## src/fss_pkg.sv

```systemverilog
/*
  Package for the fault safe-state configuration block: register offsets,
  field positions, reset values and field codes.
  Assumes a 32-bit AXI4-Lite register bus with byte addresses.
*/
package fss_pkg;

    // ==========================================================
    // Register byte offsets
    localparam logic [7:0] FSS_OFS_CFG = 8'h00;   // Safe-state configuration
    localparam logic [7:0] FSS_OFS_RPT = 8'h04;   // Serial fault reporting
    localparam logic [7:0] FSS_OFS_IST = 8'h08;   // Interrupt status, write one to clear
    localparam logic [7:0] FSS_OFS_IMSK = 8'h0C;  // Interrupt mask
    localparam logic [7:0] FSS_OFS_STAT = 8'h10;  // Live fault and output status

    // ==========================================================
    // Configuration field positions
    localparam int FSS_B_UV = 15;      // primary_undervoltage_safe_state
    localparam int FSS_B_OV = 14;      // primary_overvoltage_safe_state
    localparam int FSS_B_PWM = 13;     // pwm_check_safe_state
    localparam int FSS_B_STP = 11;     // shoot_through_safe_state, two bits
    localparam int FSS_B_RSV = 10;     // Reserved bit
    localparam int FSS_B_SPI = 8;      // serial_comm_safe_state, two bits
    localparam int FSS_B_REG = 7;      // regulator_fault_safe_state
    localparam int FSS_B_IDC = 6;      // interdie_comm_safe_state
    localparam int FSS_B_ODD = 5;      // odd_channel_source_enable
    localparam int FSS_B_EVEN = 4;     // even_channel_source_enable
    localparam int FSS_B_CRC = 3;      // config_integrity_safe_state
    localparam int FSS_B_BIAS = 0;     // analog_bias_select, three bits

    // ==========================================================
    // Reset values
    localparam logic [15:0] FSS_CFG_RST = 16'h0200;
    localparam logic [1:0] FSS_RPT_RST = 2'h1;

    // ==========================================================
    // Field codes
    localparam logic [1:0] FSS_TWO_LOW = 2'h0;     // Pull outputs low
    localparam logic [1:0] FSS_TWO_HIGH = 2'h1;    // Pull outputs high
    localparam logic [1:0] FSS_RPT_ALARM = 2'h0;   // Report on alarm pin
    localparam logic [1:0] FSS_RPT_WARN = 2'h1;    // Report on warning pin

    // ==========================================================
    // Interrupt status bits
    localparam int FSS_I_CRC = 0;      // config_integrity_fault_flag
    localparam int FSS_I_SAFE = 1;     // Safe state engaged
    localparam int FSS_I_W = 2;

    // ==========================================================
    // AXI responses
    localparam logic [1:0] FSS_RESP_OK = 2'h0;
    localparam logic [1:0] FSS_RESP_SLVERR = 2'h2;

endpackage

```

## src/fss_safe_state.sv

```systemverilog
/*
  Fault safe-state configuration register with its AXI4-Lite slave, the
  gate output override, current source and bias enables, serial fault
  routing to the fault pins and one level interrupt.
  Assumes fault inputs arrive already masked and synchronous to aclk.
*/
//
// Behaviour
// - Undervoltage: bit 15 clear pulls outputs low
// - Overvoltage: bit 14 clear pulls outputs low
// - PWM check: bit 13 clear pulls outputs low
// - Shoot-through code: low, high, reserved, none
// - Writing reserved bit 10 sets integrity flag
// - Serial fault code: low, high, none; reset two
// - Regulator fault: bit 7 clear pulls low
// - Inter-die fault: bit 6 clear pulls low
// - Bit 5 enables odd-channel current sources
// - Bit 4 enables even-channel current sources
// - Integrity fault: bit 3 clear pulls low
// - Bias select bits mask inputs one, three, five
// - Serial fault report: alarm, warning, none, reserved
`timescale 1ns/10ps

module fss_safe_state
    import fss_pkg::*;
#(
    parameter int ADDR_W = 8
)
(
    // Clock and reset
    input wire logic aclk,
    input wire logic aresetn,
    // AXI4-Lite write address
    input wire logic [ADDR_W-1:0] s_axi_awaddr,
    input wire logic s_axi_awvalid,
    output logic s_axi_awready,
    // AXI4-Lite write data
    input wire logic [31:0] s_axi_wdata,
    input wire logic [3:0] s_axi_wstrb,
    input wire logic s_axi_wvalid,
    output logic s_axi_wready,
    // AXI4-Lite write response
    output logic [1:0] s_axi_bresp,
    output logic s_axi_bvalid,
    input wire logic s_axi_bready,
    // AXI4-Lite read address
    input wire logic [ADDR_W-1:0] s_axi_araddr,
    input wire logic s_axi_arvalid,
    output logic s_axi_arready,
    // AXI4-Lite read data
    output logic [31:0] s_axi_rdata,
    output logic [1:0] s_axi_rresp,
    output logic s_axi_rvalid,
    input wire logic s_axi_rready,
    // Fault levels, already masked
    input wire logic uv_fault,
    input wire logic ov_fault,
    input wire logic pwm_chk_fault,
    input wire logic stp_fault,
    input wire logic spi_fault,
    input wire logic reg_fault,
    input wire logic idc_fault,
    input wire logic crc_fault,
    // Normal switching path
    input wire logic pwm_in,
    // Gate stage
    output logic gate_source_output,
    output logic gate_sink_output,
    // Analog input sources and bias
    output logic odd_channel_source_en,
    output logic even_channel_source_en,
    output logic [2:0] analog_bias_en,
    // Fault pins and interrupt
    output logic alarm_pin_n,
    output logic warning_pin_n,
    output logic irq
);

    // ==========================================================
    // Elaboration check
    if (ADDR_W < 5 || ADDR_W > 32)
    begin : g_addr_chk
        $error("fss_safe_state: ADDR_W must be 5 to 32");
    end

    // ==========================================================
    // State
    typedef struct packed {
        logic [15:0] cfg;              // fault_output_state_config
        logic [1:0] rpt;               // Serial fault report route
        logic [FSS_I_W-1:0] ist;       // Sticky interrupt status
        logic [FSS_I_W-1:0] imsk;      // Interrupt mask
        logic aw_got;                  // Write address held
        logic w_got;                   // Write data held
        logic [ADDR_W-1:0] awaddr;
        logic [31:0] wdata;
        logic [3:0] wstrb;
        logic awready;
        logic wready;
        logic bvalid;
        logic [1:0] bresp;
        logic arready;
        logic rvalid;
        logic [31:0] rdata;
        logic [1:0] rresp;
        logic act_prev;                // Safe state engaged last cycle
        logic src;
        logic snk;
        logic odd_en;
        logic even_en;
        logic [2:0] bias;
        logic alarm_n;
        logic warn_n;
        logic irq;
    } fss_state_t;

    fss_state_t st_q;
    fss_state_t st_d;

    // Merge byte lanes of a write into an old value
    function automatic logic [31:0] fss_merge(input logic [31:0] old, input logic [31:0] wd,
                                               input logic [3:0] strb);
        logic [31:0] r;
        r = old;
        for (int i = 0; i < 4; i++)
        begin
            if (strb[i])
            begin
                r[i*8 +: 8] = wd[i*8 +: 8];
            end
        end
        return r;
    endfunction

    // Word-aligned address decode
    function automatic logic fss_hit(input logic [ADDR_W-1:0] a, input logic [7:0] ofs);
        return (a[ADDR_W-1:2] == (ADDR_W-2)'(ofs >> 2));
    endfunction

    // Combinational working signals
    logic crc_active;                  // Integrity fault present
    logic low_req;                     // Some fault demands low
    logic high_req;                    // Some fault demands high
    logic [1:0] stp_code;
    logic [1:0] spi_code;
    logic [31:0] wmerged;
    logic [31:0] rd_word;
    logic rd_ok;

    // ==========================================================
    // Next-state logic
    always_comb
    begin
        st_d = st_q;
        stp_code = st_q.cfg[FSS_B_STP +: 2];
        spi_code = st_q.cfg[FSS_B_SPI +: 2];
        crc_active = st_q.ist[FSS_I_CRC] | crc_fault;

        // Fault to safe-state demand; code 0x2 of shoot-through is reserved, treated as no action
        low_req = (uv_fault & ~st_q.cfg[FSS_B_UV])
                | (ov_fault & ~st_q.cfg[FSS_B_OV])
                | (pwm_chk_fault & ~st_q.cfg[FSS_B_PWM])
                | (stp_fault & (stp_code == FSS_TWO_LOW))
                | (spi_fault & (spi_code == FSS_TWO_LOW))
                | (reg_fault & ~st_q.cfg[FSS_B_REG])
                | (idc_fault & ~st_q.cfg[FSS_B_IDC])
                | (crc_active & ~st_q.cfg[FSS_B_CRC]);
        high_req = (stp_fault & (stp_code == FSS_TWO_HIGH))
                 | (spi_fault & (spi_code == FSS_TWO_HIGH));

        // Gate drive: low wins over high, since turning off is the safer state
        if (low_req)
        begin
            st_d.src = 1'b0;
            st_d.snk = 1'b1;
        end
        else if (high_req)
        begin
            st_d.src = 1'b1;
            st_d.snk = 1'b0;
        end
        else
        begin
            st_d.src = pwm_in;
            st_d.snk = ~pwm_in;
        end

        // Analog sources and bias
        st_d.odd_en = st_q.cfg[FSS_B_ODD];
        st_d.even_en = st_q.cfg[FSS_B_EVEN];
        st_d.bias = st_q.cfg[FSS_B_BIAS +: 3] & {3{st_q.cfg[FSS_B_ODD]}};

        // Serial fault reporting; reserved route reports nowhere
        st_d.alarm_n = ~(spi_fault & (st_q.rpt == FSS_RPT_ALARM));
        st_d.warn_n = ~(spi_fault & (st_q.rpt == FSS_RPT_WARN));

        // Safe-state engage event
        st_d.act_prev = low_req | high_req;

        // Write channel capture, either order
        if (st_q.awready && s_axi_awvalid)
        begin
            st_d.aw_got = 1'b1;
            st_d.awaddr = s_axi_awaddr;
        end
        if (st_q.wready && s_axi_wvalid)
        begin
            st_d.w_got = 1'b1;
            st_d.wdata = s_axi_wdata;
            st_d.wstrb = s_axi_wstrb;
        end

        // Response retire
        if (st_q.bvalid && s_axi_bready)
        begin
            st_d.bvalid = 1'b0;
        end

        // Perform write once both halves are held
        wmerged = '0;
        if (st_q.aw_got && st_q.w_got && !st_q.bvalid)
        begin
            st_d.aw_got = 1'b0;
            st_d.w_got = 1'b0;
            st_d.bvalid = 1'b1;
            st_d.bresp = FSS_RESP_OK;
            if (fss_hit(st_q.awaddr, FSS_OFS_CFG))
            begin
                wmerged = fss_merge({16'h0000, st_q.cfg}, st_q.wdata, st_q.wstrb);
                st_d.cfg = wmerged[15:0];
                st_d.cfg[FSS_B_RSV] = 1'b0;  // Reserved bit stores zero; its flag is set below
            end
            else if (fss_hit(st_q.awaddr, FSS_OFS_RPT))
            begin
                if (st_q.wstrb[0])
                begin
                    st_d.rpt = st_q.wdata[1:0];
                end
            end
            else if (fss_hit(st_q.awaddr, FSS_OFS_IST))
            begin
                // Clear only what is not being set this cycle: set wins
                if (st_q.wstrb[0])
                begin
                    st_d.ist = st_d.ist & ~(st_q.wdata[FSS_I_W-1:0] & st_q.ist);
                end
            end
            else if (fss_hit(st_q.awaddr, FSS_OFS_IMSK))
            begin
                if (st_q.wstrb[0])
                begin
                    st_d.imsk = st_q.wdata[FSS_I_W-1:0];
                end
            end
            else if (!fss_hit(st_q.awaddr, FSS_OFS_STAT))
            begin
                // Status is read-only: a write there is ignored with OKAY
                st_d.bresp = FSS_RESP_SLVERR;
            end
        end
        // Set events keep priority over the clear above
        if ((low_req | high_req) & ~st_q.act_prev)
        begin
            st_d.ist[FSS_I_SAFE] = 1'b1;
        end
        if (st_q.aw_got && st_q.w_got && !st_q.bvalid && fss_hit(st_q.awaddr, FSS_OFS_CFG)
            && st_q.wstrb[1] && st_q.wdata[FSS_B_RSV])
        begin
            st_d.ist[FSS_I_CRC] = 1'b1;
        end

        // Ready only while there is room for the half
        st_d.awready = ~st_d.aw_got & ~st_d.bvalid;
        st_d.wready = ~st_d.w_got & ~st_d.bvalid;

        // Read decode
        rd_ok = 1'b1;
        if (fss_hit(s_axi_araddr, FSS_OFS_CFG))
        begin
            rd_word = {16'h0000, st_q.cfg};
        end
        else if (fss_hit(s_axi_araddr, FSS_OFS_RPT))
        begin
            rd_word = {30'h0, st_q.rpt};
        end
        else if (fss_hit(s_axi_araddr, FSS_OFS_IST))
        begin
            rd_word = {30'h0, st_q.ist};
        end
        else if (fss_hit(s_axi_araddr, FSS_OFS_IMSK))
        begin
            rd_word = {30'h0, st_q.imsk};
        end
        else if (fss_hit(s_axi_araddr, FSS_OFS_STAT))
        begin
            rd_word = {20'h0, st_q.snk, st_q.src, st_q.act_prev, crc_fault, idc_fault, reg_fault,
                       spi_fault, stp_fault, pwm_chk_fault, ov_fault, uv_fault, st_q.ist[FSS_I_CRC]};
        end
        else
        begin
            rd_word = 32'h0000_0000;
            rd_ok = 1'b0;
        end

        // Read channel: one outstanding read
        if (st_q.rvalid && s_axi_rready)
        begin
            st_d.rvalid = 1'b0;
        end
        if (st_q.arready && s_axi_arvalid)
        begin
            st_d.rvalid = 1'b1;
            st_d.rdata = rd_word;
            st_d.rresp = rd_ok ? FSS_RESP_OK : FSS_RESP_SLVERR;
        end
        st_d.arready = ~st_d.rvalid & ~(st_q.arready & s_axi_arvalid);

        // Level interrupt from unmasked sticky bits
        st_d.irq = |(st_d.ist & st_d.imsk);
    end

    // ==========================================================
    // State register, synchronous reset
    always_ff @(posedge aclk)
    begin
        if (!aresetn)
        begin
            st_q <= '0;
            st_q.cfg <= FSS_CFG_RST;
            st_q.rpt <= FSS_RPT_RST;
            st_q.snk <= 1'b1;              // Gate held off during reset
            st_q.alarm_n <= 1'b1;
            st_q.warn_n <= 1'b1;
        end
        else
        begin
            st_q <= st_d;
        end
    end

    // ==========================================================
    // Outputs straight from the state register
    assign s_axi_awready = st_q.awready;
    assign s_axi_wready = st_q.wready;
    assign s_axi_bvalid = st_q.bvalid;
    assign s_axi_bresp = st_q.bresp;
    assign s_axi_arready = st_q.arready;
    assign s_axi_rvalid = st_q.rvalid;
    assign s_axi_rdata = st_q.rdata;
    assign s_axi_rresp = st_q.rresp;
    assign gate_source_output = st_q.src;
    assign gate_sink_output = st_q.snk;
    assign odd_channel_source_en = st_q.odd_en;
    assign even_channel_source_en = st_q.even_en;
    assign analog_bias_en = st_q.bias;
    assign alarm_pin_n = st_q.alarm_n;
    assign warning_pin_n = st_q.warn_n;
    assign irq = st_q.irq;

endmodule // fss_safe_state

```

## config.mk

```make
export PLATFORM = sky130hd
export DESIGN_NAME = fss_safe_state
export DESIGN_NICKNAME = d
export VERILOG_FILES = /design/src/fss_pkg.sv /design/src/fss_safe_state.sv
export SDC_FILE = /design/constraint.sdc
export NUM_CORES = 1
export LEC_CHECK = 0
export ABC_CLOCK_PERIOD_IN_PS = 1700
export BUFFER_PORTS_ARGS = -buffer_cell sky130_fd_sc_hd__buf_4
export CAP_MARGIN = 20
export CORE_ASPECT_RATIO = 1.2
export CORE_MARGIN = 4
export CORE_UTILIZATION = 41
export CTS_CLUSTER_DIAMETER = 100
export DETAILED_ROUTE_END_ITERATION = 7
export HOLD_SLACK_MARGIN = 0.15
export PLACE_DENSITY = 0.65
export SLEW_MARGIN = 20
export SYNTH_ARGS = -nofsm -noshare
export SYNTH_HDL_FRONTEND = slang
export SYNTH_SLANG_ARGS = --single-unit
```

## constraint.sdc

```tcl
create_clock -name aclk -period 1.7 [get_ports aclk]
set_input_delay 0.085 -clock aclk [delete_from_list [all_inputs] [get_ports aclk]]
set_output_delay 0.085 -clock aclk [all_outputs]
set_load 0.005 [all_outputs]
```

==> impl_metrics.yaml, run 1 <==
outcome:
  status: "finished, final reports clean"
floorplan:
  die_x_um: 92.7
  start_util_pct: 42.9
  dieArea_um2: 10200
  dieHeight_um: 110
  core-area_um2: 8240
  rows: 36
  ios: 119
pwr:
  ir_drop_mv: 0.460
  leakagePower_nw: 1.95
  powerDensity_nw_per_um2: 837
synthesis:
  syn_area_um2: 3530
  synth_top_cell_by_area: "dfxtp_1"
  synthArstFlopShare_pct: 0
  synth_top_area_share_pct: 45.9
  synth_top_flop_cell: "dfxtp_1"
  yosys.cell_types.count: 44
  syn_avg_cell_area_um2: 9.17
  synthTopCellsByCount: "dfxtp_1 (81), nand2_1 (58), buf_4 (40)"
  seq_area_frac_synth_pct: 45.9
  ys_top_cells_by_area: "dfxtp_1 (46%), buf_4 (8.5%), a21boi_0 (6.6%)"
  yosysMostFrequentCell: "dfxtp_1"
  ys_seq_elements: 81
  synthCells: 385
  yosysWarnings: 0
  synth_edf_count: 0
routing:
  antenna_left: 0
  finalWirelength_um: 8150
  drc: 0
  routedWlPerCell_um: 13.4
  drt_first_pass_iters: 4
  viasPerCell: 4.67
  via_count: 2842
  drt_iter0_drc: 105
worst_setup_path:
  r2r_cells: 5
  critPathSlowestCell: "or3_4"
  cp.arrival_ns: 1.86
  r2r_end: "st_q[103]"
  timing.rr.start: "st_q[95]"
  cp_slowest_stage_delay_ns: 0.44
  critPathTopFamily: "simple AND/OR/NAND/NOR gates"
  crit_chain: "or3_4 > nor3_4 > and4b_1 > mux2i_1 > nor2b_1"
  required_ns: 1.94
  cp-start-kind: "flip-flop"
  worst-setup-path-type: "reg2reg"
  critPathMaxFanout: 4
  path_buf_inv: 0
  cp-startpoint: "st_q[95]"
  worstSetupEndpointType: "flip-flop"
  rrSetupSlack_ns: 0.08
sta:
  min_period_ns: 1.62
  hold_viol_final: 0
  setup_viol: 0
  tightest_slew_ns: 0.555
  fmax_ghz: 0.619
  clock_skew_ns: 0.00537
  slew_headroom_pct: 62.9
  maxSlewViolCount: 0
  rsz0062_at_grt: "yes"
  setup_tns_ns: 0
  finalCritPeriodShare_pct: 95.1
global_route:
  grt_pass1_wl_um: 13400
  antenna_found_initial: 0
  grt_overflow: 0
  grtUsageTotal_pct: 16.6
  grt_pass1_vias: 2822
  grt_max_degree: 41
worst_hold_path:
  min_path_cells: 4
  hold_class: "in2reg"
  hold_start: "uv_fault"
  min_to: "s_axi_rdata[1]"
flow_run:
  cap_violations: 0
finish:
  n_antenna_cell: 0
  design_area_um2: 4700
  fin_nets: 557
  layout-area-overhead-vs-synth_pct: 33.1
  fin_cells: 608
  filler_cell_count: 766
  drive_gt1_share_pct: 23.3
clock_network:
  post_cts_buffers: 0
  cts.sinks: 81
  numCtsBuffers: 9
  cts_buffer_depth: 2
  clockRootBuffer: "clkbuf_8"
  cts_tree: "done"
  clk_pin_slew_ns: 0.08
  htreeDepth: 3
  clkLatencyLatePin_ns: 0.35
placement:
  hpwl_um: 5770
  dp.cells: 550
  place.gp.congestion: 0.784
  postPlaceCellArea_um2: 4050
  port_buffers: 78
[registers in the layout, indices dropped and copies added (netlist names), 2 cells and up]
name            flops
st_q               44
s_axi_rdata        16
analog_bias_en      3
spi_code            2
st_d                2
[worst max-delay path by stage]
stage	endpoint	depth (start not counted)
4_1_cts	st_q[103]	5
3_5_place_dp	st_q[103]	5
5_1_grt	st_q[103]	5
6_report	st_q[103]	5
3_3_place_gp	st_q[102]	5
2_1_floorplan	st_q[102]	5
[where the power goes]
part,total (mW),leakage (nW),internal [mW],switching [mW]
Clock,1.49,0.106,0.820,0.675
Combinational,0.435,1.18,0.250,0.185
Sequential,2.01,0.659,1.96,0.0482
[cells by family after synthesis]
| group | synth area share [%] |
|---|---|
| AO/OA/AOI/OAI | 13.0 |
| buffers and inverters | 11.2 |
| flip-flops | 45.9 |
| multiplexers | 5.95 |
| other | 0.106 |
| AND/OR/NAND/NOR | 23.9 |
[placed cells by master, fill, tap and decap left out, types with 4 or more instances in the layout]
master / instances
nand2b_1: 5
mux2i_1: 21
a221oi_1: 9
and3_1: 5
dfxtp_1: 81
a21oi_1: 4
nor2b_1: 18
nor2_1: 14
nand2_1: 58
clkbuf_8: 9
conb_1: 18
inv_1: 9
nand3_1: 13
and2_1: 10
a21boi_0: 31
buf_4: 90
dlygate4sd3_1: 42
nor3b_1: 12
o21ai_0: 7
[final cells by class]
class	count	area [µm²]	area share, %
inverter	9	33.8	0.719
clock buffer	10	128	2.71
sequential	81	1620	34.5
multi-input combinational	256	1600	34.0
tap	114	143	3.03
clock inverter	6	82.6	1.76
timing repair buffer	132	1100	23.3
[layer usage]
layer	global-route usage (%)	routed length (µm)	vias up
met5	0	0	-
met1	21.9	3770	1287
met4	7.02	143	0
met2	26.6	3820	77
li1	-	-	1465
met3	3.42	410	13
[worst register-to-register path: stages (launching register included)]
cell     delay [ns]
dfxtp_1        0.33
or3_4          0.44
nor3_4         0.20
and4b_1        0.27
mux2i_1        0.21
nor2b_1        0.06
[what timing repair did]
item	in CTS	in global routing
endpoints found under the setup margin	0	3
hold buffers	42	0
endpoints found under the hold margin	42	0
resized for setup	0	3
[per-stage QoR]
step	power (mW)	util (%)	hold slack [ns]	setup WS [ns]
after CTS	3.97	56.8	0.177	0.0225
after global placement	2.40	49.2	0.328	0.0871
after floorplan	2.27	-	0.182	0.157
final	3.94	57.0	0.200	0.0837
after detailed placement	2.41	49.2	0.335	0.0403
after global routing	4.11	57.0	0.251	-0.00828
Power figures use the tool's default switching activity.
==> run 2: changes to the inputs <==
- BUFFER_PORTS_ARGS: -buffer_cell sky130_fd_sc_hd__buf_4 -> default
- CAP_MARGIN: 20 -> default
- DONT_BUFFER_PORTS: default -> 1
- PLACE_DENSITY: 0.65 -> 0.53
==> run 2 against run 1 <==
  * Routed wire length fell by 3.6%
  * Worst hold slack got worse by 0.040 ns
  * Register-to-register slack improved by 0.02 ns
  * Clock skew rose by 0.0032 ns
  * Largest cell class unchanged
  * Clock-buffer cell count fell by 1
  * Die area did not move
  * Critical path depth did not move
  * Power fell by 2.1%
  * Combinational power fell by 27%
  * Critical endpoint is now st_q[102]
  * Highest routed layer unchanged
  * Sequential cell count did not move
  * Fmax rose by 1.3%
  * Clock power rose by 3%
==> impl_metrics.yaml, run 2 (same netlist as run 1, synthesis figures left out) <==
worst_hold_path:
  min_path_cells: 4
  min_to: "st_q[10]"
  hold_class: "in2reg"
  hold_start: "crc_fault"
routing:
  antenna_left: 0
  finalWirelength_um: 7860
  drt_iter0_drc: 68
  drc: 0
  drt_first_pass_iters: 4
  routedWlPerCell_um: 14.9
  viasPerCell: 4.85
  via_count: 2559
pwr:
  leakagePower_nw: 1.58
  ir_drop_mv: 0.439
  powerDensity_nw_per_um2: 935
clock_network:
  clockRootBuffer: "clkbuf_8"
  cts_buffer_depth: 2
  htreeDepth: 3
  post_cts_buffers: 0
  cts.sinks: 81
  numCtsBuffers: 9
  cts_tree: "done"
  clkLatencyLatePin_ns: 0.34
  clk_pin_slew_ns: 0.08
finish:
  final_common_cell: "dfxtp_1"
  filler_cell_count: 814
  fin_nets: 477
  n_antenna_cell: 0
  mostFrequentLayoutCells: "dfxtp_1 (81), nand2_1 (58), dlygate4sd3_1 (38), a21boi_0 (31), mux2i_1 (21)"
  register_area_um2: 1620
  regMostFlops: "st_q"
  largest_reg_flops: 44
  design_area_um2: 4120
  drive_gt1_share_pct: 9.66
  layout-area-overhead-vs-synth_pct: 16.6
  multi_input_area_um2: 1600
placement:
  place.gp.congestion: 0.722
  dp_slack_ns: 0.0709
  port_buffers: 0
  postPlaceCellArea_um2: 3470
  hpwl_um: 5550
sta:
  clock_skew_ns: 0.00855
  tightest_slew_ns: 0.588
  finalCritPeriodShare_pct: 93.9
  slew_headroom_pct: 60.7
  maxSlewViolCount: 0
  setup_viol: 0
  rsz0062_at_grt: "yes"
  layout_setup_ws_ns: 0.104
  hold_viol_final: 0
  fmax_ghz: 0.627
  min_period_ns: 1.60
worst_setup_path:
  r2r_end: "st_q[102]"
  worstSetupEndpointType: "flip-flop"
  r2r_cells: 5
  cp-start-kind: "flip-flop"
  critPathMaxFanout: 4
  required_ns: 1.92
  cp.arrival_ns: 1.82
  worst-setup-path-type: "reg2reg"
  rrSetupSlack_ns: 0.10
  timing.rr.start: "st_q[95]"
floorplan:
  rows: 36
  core-area_um2: 8240
  ios: 119
  dieArea_um2: 10200
  die_x_um: 92.7
  start_util_pct: 42.9
  dieHeight_um: 110
global_route:
  grt_pass1_vias: 2571
  grt_pass1_wl_um: 12700
  grt_max_degree: 79
  grtUsageTotal_pct: 15.8
  antenna_found_initial: 0
  grt_overflow: 0
outcome:
  status: "finished, final reports clean"
flow_run:
  cap_violations: 0
run 2: changes by cell type in the layout (fill, tap and decap cells not counted):
cell and delta:
buf_16 +1, dlygate4sd3_1 -4, clkinv_4 +2, buf_4 -77, clkbuf_1 -1, clkinv_2 -1
run 2: area by class of cell:
type | count | share of cell area (%)
multi-input combinational | 256 | 38.8
clock buffer | 9 | 3.01
inverter | 9 | 0.820
sequential | 81 | 39.4
clock inverter | 7 | 2.31
timing repair buffer | 52 | 12.3
tap | 114 | 3.46
run 2: repair_timing:
action	in CTS	in global routing
setup endpoints to repair	0	5
hold buffers	39	0
gates resized for setup	0	3
hold endpoints to repair	81	0
run 2: routing by layer:
layer,global-route usage (%),up-vias,part of all wire [%]
met1,20.6,1176,47
met4,4.08,0,0.97
met3,4.93,8,7.0
met5,0,-,0
li1,-,1307,-
met2,25.4,68,45
run 2: critical path: stages, from the launching register on:
cell	delay, ns
dfxtp_1	0.33
or3_4	0.44
nor3_4	0.18
and4b_1	0.27
mux2i_1	0.19
nand2_1	0.06
run 2: report_power, final:
| part | switching (mW) | total, mW | internal [mW] |
|---|---|---|---|
| clock | 0.702 | 1.53 | 0.827 |
| combinational | 0.156 | 0.316 | 0.160 |
| sequential | 0.0508 | 2.01 | 1.96 |
| total | 0.908 | 3.85 | 2.94 |
run 2: worst max-delay path by stage:
| stage | slack, ns | to | from |
|---|---|---|---|
| floorplan | 0.16 | st_q[102] | st_q[95] |
| global route | -0.02 | st_q[102] | st_q[95] |
| global placement | 0.1 | st_q[102] | st_q[95] |
| detailed placement | 0.07 | st_q[102] | st_q[95] |
| finish | 0.10 | st_q[102] | st_q[95] |
| CTS | 0.04 | st_q[102] | st_q[95] |
run 2: stage by stage:
stage / instances / util, % / setup TNS (ns) / power, mW / hold slack [ns]
final: 528 / 50.0 / 0 / 3.85 / 0.160
after global routing: 528 / 50.0 / -0.0192 / 4.01 / 0.218
after floorplan: 402 / - / 0 / 2.27 / 0.182
after CTS: 528 / 49.8 / 0 / 3.89 / 0.160
after global placement: 473 / 42.2 / 0 / 2.26 / 0.161
after detailed placement: 473 / 42.2 / 0 / 2.26 / 0.160
